$ cat src/arf_pkg.sv
package arf_pkg;

    // Control fields as written by software in one control write
    typedef struct packed {
        logic       eight_bit_resolution_select;
        logic       justification_select;
        logic       signed_result_select;
        logic [3:0] conversion_clock_prescaler;
    } arf_ctrl_s;

    // Formatted result register pair
    typedef struct packed {
        logic [7:0] result_high_byte;
        logic [7:0] result_low_byte;
    } arf_result_s;

    localparam logic [3:0]  PRESCALER_RESET     = 4'h0;
    localparam logic [4:0]  CONV_CYCLES         = 5'h1c;  // 28 conversion-clock cycles
    localparam logic [4:0]  CONV_CYCLES_LIMIT   = 5'h1e;  // Never 30 or more
    localparam int          SAMPLE_CYCLES       = 14;
    localparam int          RESULT_WIDTH        = 10;
    localparam logic [7:0]  SIGN_FLIP           = 8'h80;

    // Clock limits software must respect, in kHz
    localparam int          BUS_CLOCK_KHZ       = 40000;
    localparam int          CONV_CLOCK_MAX_KHZ  = 2000;
    localparam int          CONV_CLOCK_MIN_KHZ  = 500;

    typedef enum logic [1:0] {
        ARF_IDLE    = 2'b00,
        ARF_CONVERT = 2'b01
    } arf_state_e;

endpackage

$ cat src/arf_core.sv
`timescale 1ns/1ps
// Notes on behaviour
// - Control write aborts conversion, starts none
// - 8-bit unsigned left: full scale FF:00
// - 8-bit signed left: 7F:00 to 80:00
// - 10-bit unsigned left: full scale FF:C0
// - 10-bit signed left: 7F:C0 to 80:00
// - 10-bit right justified: full scale 03:FF
// - Sign select ignored when justification set
// - 8-bit results always in high byte
// - Conversion clock is bus/((prescaler+1)*2)
// - Conversion takes 28 conversion-clock cycles
module arf_core (
    // Clock and reset
    input  wire logic                   i_clk,
    input  wire logic                   i_rst,
    // Control register write
    input  wire logic                   i_ctrl_wr,
    input  wire arf_pkg::arf_ctrl_s     i_ctrl,
    // Conversion start and analog result
    input  wire logic                   i_start,
    input  wire logic                   i_continuous,
    input  wire logic [9:0]             i_sample,
    // Status and results
    output arf_pkg::arf_ctrl_s          o_ctrl,
    output logic                        o_busy,
    output logic                        o_sampling,
    output logic                        o_done,
    output arf_pkg::arf_result_s        o_result
);
    arf_pkg::arf_state_e  state_q,  state_d;
    arf_pkg::arf_ctrl_s   ctrl_q,   ctrl_d;
    arf_pkg::arf_result_s result_q, result_d;
    logic [4:0]           cyc_q,    cyc_d;
    logic                 done_q,   done_d;
    logic                 cont_q,   cont_d;
    logic                 tick;
    logic                 restart;
    arf_pkg::arf_result_s fmt;

    // Divider realigns on every control write and every start from idle
    assign restart = i_ctrl_wr || (i_start && state_q == arf_pkg::ARF_IDLE);

    arf_prescaler arf_prescaler_inst (
        .i_clk       (i_clk),
        .i_rst       (i_rst),
        .i_restart   (restart),
        .i_prescaler (ctrl_q.conversion_clock_prescaler),
        .o_tick      (tick)
    );

    // Format the raw 10-bit code per resolution, justification and sign
    always_comb begin
        logic [7:0] top;
        top = i_sample[9:2];
        fmt = '0;
        if (ctrl_q.eight_bit_resolution_select) begin
            // Justification has no effect on placement here
            fmt.result_high_byte = top;
            if (!ctrl_q.justification_select && ctrl_q.signed_result_select) begin
                fmt.result_high_byte = top ^ arf_pkg::SIGN_FLIP;
            end
        end else if (ctrl_q.justification_select) begin
            fmt = {6'h00, i_sample};
        end else begin
            fmt = {i_sample, 6'h00};
            if (ctrl_q.signed_result_select) begin
                fmt.result_high_byte = top ^ arf_pkg::SIGN_FLIP;
            end
        end
    end

    // Sequencer next state
    always_comb begin
        state_d  = state_q;
        ctrl_d   = ctrl_q;
        result_d = result_q;
        cyc_d    = cyc_q;
        done_d   = 1'b0;
        cont_d   = cont_q;
        if (i_ctrl_wr) begin
            // Write wins over a simultaneous start; nothing new begins
            ctrl_d  = i_ctrl;
            state_d = arf_pkg::ARF_IDLE;
            cyc_d   = 5'h00;
            cont_d  = 1'b0;
        end else begin
            unique case (state_q)
                arf_pkg::ARF_IDLE: begin
                    if (i_start) begin
                        state_d = arf_pkg::ARF_CONVERT;
                        cyc_d   = 5'h00;
                        cont_d  = i_continuous;
                    end
                end
                arf_pkg::ARF_CONVERT: begin
                    if (tick) begin
                        if (cyc_q == arf_pkg::CONV_CYCLES - 5'h01) begin
                            result_d = fmt;
                            done_d   = 1'b1;
                            cyc_d    = 5'h00;
                            if (!cont_q) begin
                                state_d = arf_pkg::ARF_IDLE;
                            end
                        end else begin
                            cyc_d = cyc_q + 5'h01;
                        end
                    end
                end
                default: begin
                    state_d = arf_pkg::ARF_IDLE;
                end
            endcase
        end
    end

    always_ff @(posedge i_clk) begin
        if (i_rst) begin
            state_q  <= arf_pkg::ARF_IDLE;
            ctrl_q   <= '{1'b0, 1'b0, 1'b0, arf_pkg::PRESCALER_RESET};
            result_q <= '0;
            cyc_q    <= 5'h00;
            done_q   <= 1'b0;
            cont_q   <= 1'b0;
        end else begin
            state_q  <= state_d;
            ctrl_q   <= ctrl_d;
            result_q <= result_d;
            cyc_q    <= cyc_d;
            done_q   <= done_d;
            cont_q   <= cont_d;
        end
    end

    assign o_ctrl     = ctrl_q;
    assign o_busy     = (state_q == arf_pkg::ARF_CONVERT);
    assign o_sampling = o_busy && (cyc_q < 5'(arf_pkg::SAMPLE_CYCLES));
    assign o_done     = done_q;
    assign o_result   = result_q;

    // Abort: after a control write the block is idle and no result lands
    property p_abort;
        @(posedge i_clk) disable iff (i_rst)
        i_ctrl_wr |=> !o_busy && !o_done && $stable(o_result);
    endproperty
    a_abort: assert property (p_abort) else $error("control write did not abort");

    property p_idle_hold;
        @(posedge i_clk) disable iff (i_rst)
        (!o_busy && !i_start) |=> !o_busy && $stable(o_result);
    endproperty
    a_idle_hold: assert property (p_idle_hold) else $error("idle block changed state");

    // Count of 28 ticks must elapse before done
    property p_cycles;
        @(posedge i_clk) disable iff (i_rst)
        o_done |-> $past(cyc_q) == arf_pkg::CONV_CYCLES - 5'h01 && cyc_q < arf_pkg::CONV_CYCLES_LIMIT;
    endproperty
    a_cycles: assert property (p_cycles) else $error("conversion length not 28");

    // Independent count of divider ticks in the running conversion
    logic [4:0] ticks_q;
    logic [4:0] ticks_d;

    // Cleared while idle and on each result, so every conversion counts afresh
    always_comb begin
        ticks_d = ticks_q;
        if (!o_busy || o_done) begin
            ticks_d = 5'h00;
        end else if (tick) begin
            ticks_d = ticks_q + 5'h01;
        end
    end

    always_ff @(posedge i_clk) begin
        if (i_rst) begin
            ticks_q <= 5'h00;
        end else begin
            ticks_q <= ticks_d;
        end
    end

    property p_ticks;
        @(posedge i_clk) disable iff (i_rst)
        o_done |-> ticks_q == arf_pkg::CONV_CYCLES && ticks_q < arf_pkg::CONV_CYCLES_LIMIT;
    endproperty
    a_ticks: assert property (p_ticks) else $error("conversion did not take 28 ticks");

    // Sample window covers the first 14 ticks of each conversion
    property p_sample_window;
        @(posedge i_clk) disable iff (i_rst)
        (o_busy && !o_done) |-> o_sampling == (ticks_q < 5'(arf_pkg::SAMPLE_CYCLES));
    endproperty
    a_sample_window: assert property (p_sample_window) else $error("sample window length wrong");

    property p_u8;
        @(posedge i_clk) disable iff (i_rst)
        (o_done && o_ctrl.eight_bit_resolution_select && !o_ctrl.signed_result_select)
            |-> o_result.result_high_byte == $past(i_sample[9:2]) && o_result.result_low_byte == 8'h00;
    endproperty
    a_u8: assert property (p_u8) else $error("8-bit unsigned format wrong");

    property p_s8;
        @(posedge i_clk) disable iff (i_rst)
        (o_done && o_ctrl.eight_bit_resolution_select && !o_ctrl.justification_select
            && o_ctrl.signed_result_select)
            |-> o_result.result_high_byte == ($past(i_sample[9:2]) ^ 8'h80);
    endproperty
    a_s8: assert property (p_s8) else $error("8-bit signed format wrong");

    property p_8high;
        @(posedge i_clk) disable iff (i_rst)
        (o_done && o_ctrl.eight_bit_resolution_select) |-> o_result.result_low_byte == 8'h00;
    endproperty
    a_8high: assert property (p_8high) else $error("8-bit result leaked to low byte");

    // Justified 8-bit results stay unsigned whatever the sign select says
    property p_8just;
        @(posedge i_clk) disable iff (i_rst)
        (o_done && o_ctrl.eight_bit_resolution_select && o_ctrl.justification_select)
            |-> o_result.result_high_byte == $past(i_sample[9:2]);
    endproperty
    a_8just: assert property (p_8just) else $error("8-bit justified result not unsigned");

    property p_u10l;
        @(posedge i_clk) disable iff (i_rst)
        (o_done && !o_ctrl.eight_bit_resolution_select && !o_ctrl.justification_select
            && !o_ctrl.signed_result_select) |-> o_result == {$past(i_sample), 6'h00};
    endproperty
    a_u10l: assert property (p_u10l) else $error("10-bit left format wrong");

    property p_s10l;
        @(posedge i_clk) disable iff (i_rst)
        (o_done && !o_ctrl.eight_bit_resolution_select && !o_ctrl.justification_select
            && o_ctrl.signed_result_select) |-> o_result == ({$past(i_sample), 6'h00} ^ 16'h8000);
    endproperty
    a_s10l: assert property (p_s10l) else $error("10-bit signed format wrong");

    property p_r10;
        @(posedge i_clk) disable iff (i_rst)
        (o_done && !o_ctrl.eight_bit_resolution_select && o_ctrl.justification_select)
            |-> o_result == {6'h00, $past(i_sample)};
    endproperty
    a_r10: assert property (p_r10) else $error("right justified format wrong");

    c_done:     cover property (@(posedge i_clk) disable iff (i_rst) o_done);
    c_abort:    cover property (@(posedge i_clk) disable iff (i_rst) o_busy && i_ctrl_wr);
    c_back2:    cover property (@(posedge i_clk) disable iff (i_rst) o_done ##[1:900] o_done);
    c_signed8:  cover property (@(posedge i_clk) disable iff (i_rst)
        o_done && o_ctrl.eight_bit_resolution_select && o_ctrl.signed_result_select);

endmodule

$ cat src/arf_prescaler.sv
`timescale 1ns/1ps
// Divides bus clock by (prescaler+1)*2, emitting one-cycle enable pulses
module arf_prescaler (
    // Clock and reset
    input  wire logic       i_clk,
    input  wire logic       i_rst,
    // Control
    input  wire logic       i_restart,
    input  wire logic [3:0] i_prescaler,
    // Conversion clock enable
    output logic            o_tick
);
    logic [4:0] cnt_q;
    logic [4:0] cnt_d;
    logic [4:0] last;
    logic       tick_d;
    logic       tick_q;

    // Divisor minus one: (p+1)*2-1 = 2p+1
    assign last = {i_prescaler, 1'b1};

    // Next count; restart aligns the divider to the new conversion
    always_comb begin
        cnt_d  = cnt_q + 5'h01;
        tick_d = 1'b0;
        if (i_restart) begin
            cnt_d = 5'h00;
        end else if (cnt_q >= last) begin
            cnt_d  = 5'h00;
            tick_d = 1'b1;
        end
    end

    always_ff @(posedge i_clk) begin
        if (i_rst) begin
            cnt_q  <= 5'h00;
            tick_q <= 1'b0;
        end else begin
            cnt_q  <= cnt_d;
            tick_q <= tick_d;
        end
    end

    assign o_tick = tick_q;

    // Cycles since the last tick; the first tick after a restart only arms the check
    logic [4:0] gap_q;
    logic [4:0] gap_d;
    logic       armed_q;
    logic       armed_d;

    always_comb begin
        gap_d   = gap_q + 5'h01;
        armed_d = armed_q;
        if (i_restart) begin
            gap_d   = 5'h00;
            armed_d = 1'b0;
        end else if (o_tick) begin
            gap_d   = 5'h00;
            armed_d = 1'b1;
        end
    end

    always_ff @(posedge i_clk) begin
        if (i_rst) begin
            gap_q   <= 5'h00;
            armed_q <= 1'b0;
        end else begin
            gap_q   <= gap_d;
            armed_q <= armed_d;
        end
    end

    // Ticks spaced exactly by the programmed divisor, divide by two included
    property p_tick_period;
        @(posedge i_clk) disable iff (i_rst)
        (o_tick && armed_q && !i_restart) |-> gap_q == last;
    endproperty
    a_tick_period: assert property (p_tick_period) else $error("prescaler tick too soon");

    property p_div2;
        @(posedge i_clk) disable iff (i_rst)
        (o_tick && i_prescaler == 4'h0 && !i_restart) ##1 (i_prescaler == 4'h0 && !i_restart)
            |-> ##1 o_tick;
    endproperty
    a_div2: assert property (p_div2) else $error("divide by two period wrong");

endmodule

$ cat config.mk
export PLATFORM = sky130hd
export DESIGN_NAME = arf_core
export DESIGN_NICKNAME = d
export VERILOG_FILES = /design/src/arf_pkg.sv /design/src/arf_core.sv /design/src/arf_prescaler.sv
export SDC_FILE = /design/constraint.sdc
export NUM_CORES = 1
export LEC_CHECK = 0
export ABC_AREA = 1
export BUFFER_PORTS_ARGS = -buffer_cell sky130_fd_sc_hd__buf_4
export CORE_MARGIN = 2
export CORE_UTILIZATION = 51
export DETAILED_ROUTE_END_ITERATION = 7
export PLACE_DENSITY_LB_ADDON = 0.15
export REMOVE_ABC_BUFFERS = 1
export SLEW_MARGIN = 15
export SYNTH_ARGS = -nofsm -noshare
export SYNTH_HDL_FRONTEND = slang
export SYNTH_HIERARCHICAL = 1
export SYNTH_SLANG_ARGS = --single-unit
$ cat constraint.sdc
create_clock -name i_clk -period 1.51 [get_ports i_clk]
set_input_delay 0.0755 -clock i_clk [delete_from_list [all_inputs] [get_ports i_clk]]
set_output_delay 0.0755 -clock i_clk [all_outputs]
set_load 0.005 [all_outputs]
=== Yosys cells after proc, flatten, opt, wreduce, memory -nomap -nowiden ===
Cells that the tools add are included.

* Register bits: 38
* Input port bits: 22
* Output and inout port bits: 26
* Logic and storage cells: 57

* $add $sub $neg: 2
* Magnitude comparators: 2
* Eq/ne operators: 6
* Mux-type cells: 16
* Bitwise operators: 4
* Reductions and logical operators: 15

{| class="wikitable"
|+ Operator list
! operator !! number
|-
| $mux 8 || 4
|-
| $mux 16 || 1
|-
| $mux 5 || 3
|-
| $add 5x1->5 const B || 2
|-
| $pmux 5 s2 || 1
|-
| $mux 2 || 4
|-
| $reduce_and 4->1 || 2
|-
| $eq 5x5->1 const B || 1
|-
| $ge 5x5->1 || 1
|-
| $lt 5x4->1 const B || 1
|-
| $ne 2x1->1 const B || 2
|-
| $ne 2x2->1 const B || 2
|-
| $not 1->1 || 4
|-
| $pmux 2 s2 || 1
|-
| $reduce_or 2->1 || 2
|-
| $reduce_or 4->1 || 1
|-
| $logic_and 1x1->1 || 3
|-
| $reduce_and 3->1 || 1
|-
| $reduce_or 3->1 || 1
|-
| $eq 2x1->1 const B || 1
|-
| $logic_not 2->1 || 1
|-
| $mux 1 || 2
|-
| $reduce_and 2->1 || 1
|-
| $reduce_bool 2->1 || 1
|-
| other kinds (2) || 2
|}

=== Logic depth before layout (Yosys ltp) ===
Gate-level depths: netlist of run 1.

* Depth after elaboration: 4
* Depth in mapped cells: 8
* Mapped depth without buffers: 7

=== Modules after synthesis ===
Netlist of run 1, hierarchy kept.

{| class="wikitable"
|+ By module, submodules not included
! module !! instances !! cells an instance !! area each (um^2) !! seq. area each (um^2)
|-
| arf_core || 1 || 182 || 1401.3 || 620.6
|-
| arf_prescaler || 1 || 37 || 312.8 || 120.1
|}

=== Least setup slack after synthesis of run 1 ===
No wires, ideal clock.

* Path kind: reg-to-reg
* From: register cyc_q[0]
* To: register result_q, in the netlist o_result[13]
* Library setup time: 0.115 ns
* Arrival time: 1.168 ns
* Required time: 1.395 ns
* Path slack: 0.227 ns
* Stages on the path, launching flop included: 8
* Buffers on the path: 1
* Cell sequence: dfxtp_1 ha_1 nand2_1 nor2_2 nand2_2 buf_6 nand3_1 o21ai_2

* Word-level cells in the longest chain between the ends: 2

{| class="wikitable"
|+ Ends and longest elaborated chain
! item !! line !! source
|-
| from (decl) || arf_core.sv:34 || <nowiki>logic [4:0] cyc_q, cyc_d;</nowiki>
|-
| from (signal assigned) || arf_core.sv:129 || <nowiki>cyc_q <= cyc_d;</nowiki>
|-
| $eq 5x5->1 || arf_core.sv:98 || <nowiki>if (cyc_q == arf_pkg::CONV_CYCLES - 5'h01) begin</nowiki>
|-
| $reduce_and 4->1 (no line) || -- ||
|-
| to (signal assigned) || arf_core.sv:128 || <nowiki>result_q <= result_d;</nowiki>
|-
| to (decl) || arf_core.sv:33 || <nowiki>arf_pkg::arf_result_s result_q, result_d;</nowiki>
|}

No other way between the ends.
A chain may end at the register's enable or synchronous reset.

=== Worst setup path in the final report of run 1 ===
* From: register cyc_q[0]
* To: register result_q, in the netlist o_result[0]

The elaborated chain is that of the path after synthesis.

==> metrics.md, run 1 <==
| Metric | Value |
|---|---|
| Outcome | complete, no violations |
| Multi-input combinational cell area | 846 µm² |
| Reg-to-reg slack, setup | 150 ps |
| Final Skew | 9.24 ps |
| Worst Setup SP | cyc_q[0] |
| CP dominant cell by count | nand2_4 |
| Via count | 1595 |
| Core area | 0.00328 mm² |
| Share of cells above drive strength 1 | 28.6% |
| Worst Setup End Kind | flop |
| Mapped Cells | 219 |
| Synth Register Bits | 37 |
| Core Rows | 21 |
| Worst Setup Start Kind | flop |
| Vias per cell | 4.89 |
| Crit path max-delay family | simple AND/OR/NAND/NOR gates |
| Critical Path RT | 1770 ps |
| PortBufs | 47 |
| Area grow syn2layout | 31.8% |
| Remaining Overflow, GRT | 0 |
| # setup viols final | 0 |
| CTS sink cnt | 37 |
| Wire per inst | 11.2 µm |
| Die ar. | 0.00384 mm² |
| Iteration-0 DRC Markers | 74 |
| Final Hold Vio Count | 0 |
| Worst r2r src | cyc_q[0] |
| Period minus WS final | 1360 ps |
| MaxCap Viol Count | 0 |
| Largest net degree at the start of global routing | 17 |
| N_diodes | 0 |
| Max H-tree Level | 2 |
| Clock-pin slew of the registers on the worst-case setup and hold paths | 110 ps |
| Critical R2R Capture | o_result[0] |
| FILL cells | 277 |
| R2R depth | 7 |
| Ports | 48 |
| Synth area leaders | dfxtp_1, nand2_1, nor2_1 |
| Top post-synthesis cells by count | nand2_1, dfxtp_1, nor2_1 |
| Worst skew pair latency | 330 ps |
| Final nets | 308 |
| Slowest stage cell, crit path | dfxtp_2 |
| Seq/Total Area, Yosys | 43.2% |
| Global-route wire length before repair | 6360 µm |
| CP arrival | 1620 ps |
| Pwr dens | 774 mW/mm² |
| WP depth | 7 |
| Leakage | 1.09 nW |
| CTS max path bufs | 2 |
| Max IR drop VDD | 559 µV |
| Avg Cell Area, Syn | 7.83 µm² |
| Most common cell in the netlist | nand2_1 |
| Synth Cell Area | 0.00171 mm² |
| Asr flop ratio synth | 0% |
| Unique masters post-synth | 29 |
| Unrepaired setup endpoints after global routing | false |
| Gr usage total | 22.3% |
| Largest area contributor in the netlist | dfxtp_1 |
| Register area | 742 µm² |
| Post-DRT Antenna Nets | 0 |
| Die Ht | 62.0 µm |
| DR DRC count | 0 |
| Setup bufs post-CTS | 0 |
| Worst Tran Pin Value | 320 ps |
| Hold WS | 24.4 ps |
| Max Transition Viols Final | 0 |
| Final setup TNS | 0 ps |
| Vias in the first global route | 1483 |
| Worst path bufs/invs | 1 |
| Fin crit share | 90.0% |
| Worst hold path type | in -> reg |
| Slowest stage delay, CP | 380 ps |
| Clock root cell | clkbuf_4 |
| GP Congestion | 0.862 |
| Post-synth EDFFs | 0 |
| DRT Pass-1 Iters | 4 |
| Crit path kind | reg -> reg |
| Placed cells | 309 |
| Synth top area share | 43.2% |
| Post-Layout Cell Count | 326 |
| Num CTS Buffers | 5 |
| Cell Chain, Critical Path | ha_1 -> nand2_1 -> inv_1 -> nand2_4 -> nor2_8 -> nand2_4 -> o21ai_0 |
| Fmax | 0.736 GHz |
| Ys Warns | 6 |
| Ys flop type | dfxtp_1 |
| Total wire length | 3640 µm |
| Worst-path fanout max | 12 |
| Die width | 62.0 µm |
| Relative max-transition margin | 78.7% |
| DPL Wire Length | 2680 µm |
| Critical path endpoint | o_result[0] |
| Initial antenna violation count | 0 |
| TritonCTS clock tree | yes |
| Hold path depth | 3 |
| Initial core utilization | 52.2% |
-- cell type report --
| class | instances | area share (%) |
|---|---|---|
| clock buffers | 7 | 2.44 |
| multi-input cells | 155 | 37.5 |
| flip-flops and latches | 37 | 32.9 |
| inverters | 22 | 3.99 |
| well taps | 46 | 2.55 |
| repair buffers | 59 | 20.7 |
-- tightest hold or removal path, delay by kind of cell --
family                 cells  cell delay (ps)
AO/OA/AOI/OAI              1               50
buffers and inverters      1              110
AND/OR/NAND/NOR            1               70
-- sequential cells by signal, summed over array words and instances (netlist names) --
| name | flops |
|---|---|
| o_result | 16 |
| o_ctrl | 7 |
| arf_prescaler_inst/cnt_q | 5 |
| cyc_q | 5 |
| arf_prescaler_inst/o_tick | 1 |
| cont_q | 1 |
| o_done | 1 |
| state_q | 1 |
-- cell usage in the layout, fill, tap and decap left out, drive strengths merged --
master and n:
nand2 50, buf 49, dfxtp 37, nor2 35
nand3 24, inv 22, o21ai 22, a21oi 11
dlygate4sd3 10, clkbuf 7, ha 6, o211ai 2
xor2 2, nand4 1, a21boi 1, xnor2 1
-- worst min path at each step --
stage,start,to
global placement,i_rst,o_result[15]
CTS,i_sample[1],o_result[1]
detailed placement,i_rst,o_result[6]
finish,i_sample[4],o_result[4]
floorplan,i_rst,o_result[15]
global route,i_sample[3],o_result[3]
-- through the flow --
step,worst slack (ps),cell area (µm²),power (mW),utilization (%)
6_report,151,2260,1.75,68.8
4_1_cts,67.9,2240,1.76,68.3
5_1_grt,29.3,2260,1.84,68.8
3_5_place_dp,93.5,2100,1.22,63.8
2_1_floorplan,259,1670,1.12,-
3_3_place_gp,143,2100,1.22,63.8
-- metal layers --
layer | global-route usage (%) | part of all wire, % | up-vias
met5 | 0 | 0 | -
met2 | 36.0 | 49 | 31
met1 | 29.2 | 46 | 721
met4 | 7.29 | 0.94 | 0
li1 | - | - | 839
met3 | 5.38 | 4.1 | 4
-- cell families (layout without fill, tap and decap cells) --
logic type | count (synthesis) | in the layout | synth area share (%)
simple gates | 110 | 110 | 30.0
fa+ha+maj | 6 | 6 | 4.38
xor+xnor | 3 | 3 | 1.53
compound gates | 36 | 36 | 13.1
flops | 37 | 37 | 43.2
buf+inv | 27 | 88 | 7.74
-- what timing repair did --
item | CTS | global route
endpoints found under the setup margin | 0 | 16
gates resized for setup | 0 | 2
hold endpoints to repair | 11 | 1
hold buffers | 9 | 1
-- report_power, final --
group / switching (mW) / internal (mW) / leakage (nW)
sequential: 0.0176 / 0.993 / 0.301
clock: 0.310 / 0.220 / 0.0314
combinational: 0.103 / 0.104 / 0.759
No activity file was read; power rests on OpenSTA's default activity.
==> run 2, diff against run 1 <==
- REMOVE_ABC_BUFFERS: 1 -> default
==> metrics.md, run 2 (synthesized netlist as in run 1, its figures left out) <==
| Metric | Value |
|---|---|
| Worst r2r src | cyc_q[0] |
| Global-route wire length before repair | 6170 µm (-3.0%) |
| Final Skew | 15.7 ps (+6.50 ps) |
| Worst Setup End Kind | flop |
| MaxCap Viol Count | 0 (unchanged) |
| Max H-tree Level | 2 (unchanged) |
| Fmax | 0.726 GHz (-1.4%) |
| CTS max path bufs | 2 (unchanged) |
| Final Hold Vio Count | 0 (unchanged) |
| Leakage | 1.09 nW (about the same) |
| Synth Net Count | 247 |
| Crit path kind | reg -> reg |
| Critical R2R Capture | o_result[0] |
| Core area | 0.00328 mm² (unchanged) |
| Final core occ | 68.8% (unchanged) |
| Clock-pin slew of the registers on the worst-case setup and hold paths | 120 ps (about the same) |
| TritonCTS clock tree | yes |
| Vias in the first global route | 1416 (-4.5%) |
| R2R depth | 7 (unchanged) |
| Worst Tran Pin Value | 337 ps (+17.3 ps) |
| Die ar. | 0.00384 mm² (unchanged) |
| DR DRC count | 0 (unchanged) |
| Commonest non-fill, non-tap cells in the layout | buf_4, nand2_1, dfxtp_1 |
| Wire per inst | 11.5 µm (+3.1%) |
| Max Transition Viols Final | 0 (unchanged) |
| Hold path endpoint | o_result[11] |
| Outcome | complete, no violations |
| Max IR drop VDD | 591 µV (+5.6%) |
| Gr usage total | 21.9% (-0.43 points) |
| PortBufs | 47 (unchanged) |
| Relative max-transition margin | 77.5% (-1.2 points) |
| Slowest stage cell, crit path | dfxtp_2 |
| Die Ht | 62.0 µm (unchanged) |
| Final setup TNS | 0 ps (unchanged) |
| DRT Pass-1 Iters | 4 (unchanged) |
| Clock root cell | clkbuf_4 |
| Share of cells above drive strength 1 | 28.6% (unchanged) |
| Post-DRT Antenna Nets | 0 (unchanged) |
| HP Start | i_sample[5] |
| DPL Wire Length | 2630 µm (-1.8%) |
| Cell Chain, Critical Path | ha_1 -> nand2_1 -> inv_1 -> nand2_4 -> nor2_8 -> nand2_4 -> o21ai_1 |
| CP arrival | 1650 ps (+30 ps) |
| # setup viols final | 0 (unchanged) |
| Worst skew pair latency | 350 ps (+20 ps) |
| N_diodes | 0 (unchanged) |
| Worst Setup Start Kind | flop |
| Initial core utilization | 52.2% (unchanged) |
| Unrepaired setup endpoints after global routing | false |
| PnR Total Power | 1.76 mW (+0.43%) |
| Num CTS Buffers | 5 (unchanged) |
| Final nets | 308 (unchanged) |
| Hold WS | 3.00 ps (-21.4 ps) |
| Commonest non-fill, non-tap cell in the layout | buf_4 |
| Total wire length | 3750 µm (+3.1%) |
| Setup bufs post-CTS | 0 (unchanged) |
| CTS sink cnt | 37 (unchanged) |
| GP Congestion | 0.893 (+3.5%) |
| Remaining Overflow, GRT | 0 (unchanged) |
| Via count | 1571 (-1.5%) |
| Critical Path RT | 1780 ps (about the same) |
| Ports | 48 (unchanged) |
| Fin crit share | 91.3% (+1.3 points) |
| Max reg flops | 16 (unchanged) |
| Largest net degree at the start of global routing | 17 (unchanged) |
| Hold path depth | 3 (unchanged) |
| Worst hold path type | in -> reg |
| Slowest stage delay, CP | 380 ps (about the same) |
| Initial antenna violation count | 0 (unchanged) |
| Core Rows | 21 (unchanged) |
| Pwr dens | 777 mW/mm² (+0.43%) |
| Worst-path fanout max | 12 (unchanged) |
| Period minus WS final | 1380 ps (+19.4 ps) |
| Iteration-0 DRC Markers | 100 (+35%) |
| Die width | 62.0 µm (unchanged) |
| Vias per cell | 4.82 (-1.5%) |
| Reg-to-reg slack, setup | 130 ps (-20 ps) |
| CP dominant cell by count | nand2_4 |
| Area grow syn2layout | 31.8% (unchanged) |
## run 2: cell counts in the layout (fill, tap and decap cells not counted)
Identical to the previous run, type by type.
## run 2: per-stage QoR
| step | cells | area (µm²) | setup slack [ps] |
|---|---|---|---|
| floorplan | 219 | 1710 | 227 |
| global placement | 309 | 2100 | 127 |
| detailed placement | 309 | 2100 | 73.0 |
| CTS | 326 | 2250 | 39.8 |
| global route | 326 | 2260 | 11.0 |
| finish | 326 | 2260 | 132 |
## run 2: worst max-delay path by stage
| stage | startpoint | to | slack, ps | cells after the start |
|---|---|---|---|---|
| floorplan | cyc_q[0] | o_result[13] | 230 | 7 |
| detailed placement | cyc_q[0] | o_result[9] | 70 | 6 |
| global placement | cyc_q[0] | o_result[9] | 130 | 6 |
| CTS | cyc_q[0] | o_result[9] | 40 | 6 |
| finish | cyc_q[0] | o_result[0] | 130 | 7 |
| global route | cyc_q[1] | o_result[0] | 10 | 7 |
## run 2: routing by layer
layer | track usage [%] | up-vias | wire [µm]
met5 | 0 | - | 0
met4 | 9.73 | 0 | 60
met3 | 5.18 | 7 | 176
met2 | 34.1 | 33 | 1750
met1 | 28.7 | 697 | 1770
li1 | - | 834 | -
## run 2: power breakdown
| part | switching, mW | total (mW) | internal, mW |
|---|---|---|---|
| logic | 0.103 | 0.207 | 0.104 |
| registers | 0.0168 | 1.01 | 0.993 |
| clock network | 0.319 | 0.539 | 0.220 |
| total | 0.439 | 1.76 | 1.32 |
## run 2: worst max-delay path, delay by kind of cell, from the launching register on
kind                       cells  cell delay, ps
and+or+nand+nor                4             460
buffers and inverters          1             110
adders and majority gates      1             190
AOI/OAI and AO/OA              1             160
DFF                            1             380
## run 2: cell type report
cell class / instances / area [µm²]
repair buffers: 59 / 468
clock buffers: 7 / 55.1
fillers: 275 / 1030
inverters: 22 / 90.1
well taps: 46 / 57.6
flip-flops and latches: 37 / 742
multi-input cells: 155 / 846
## run 2: timing repair
item,in CTS,in global routing
endpoints found under the hold margin,12,0
resized for setup,0,3
setup endpoints to repair,0,16
hold buffers,10,0
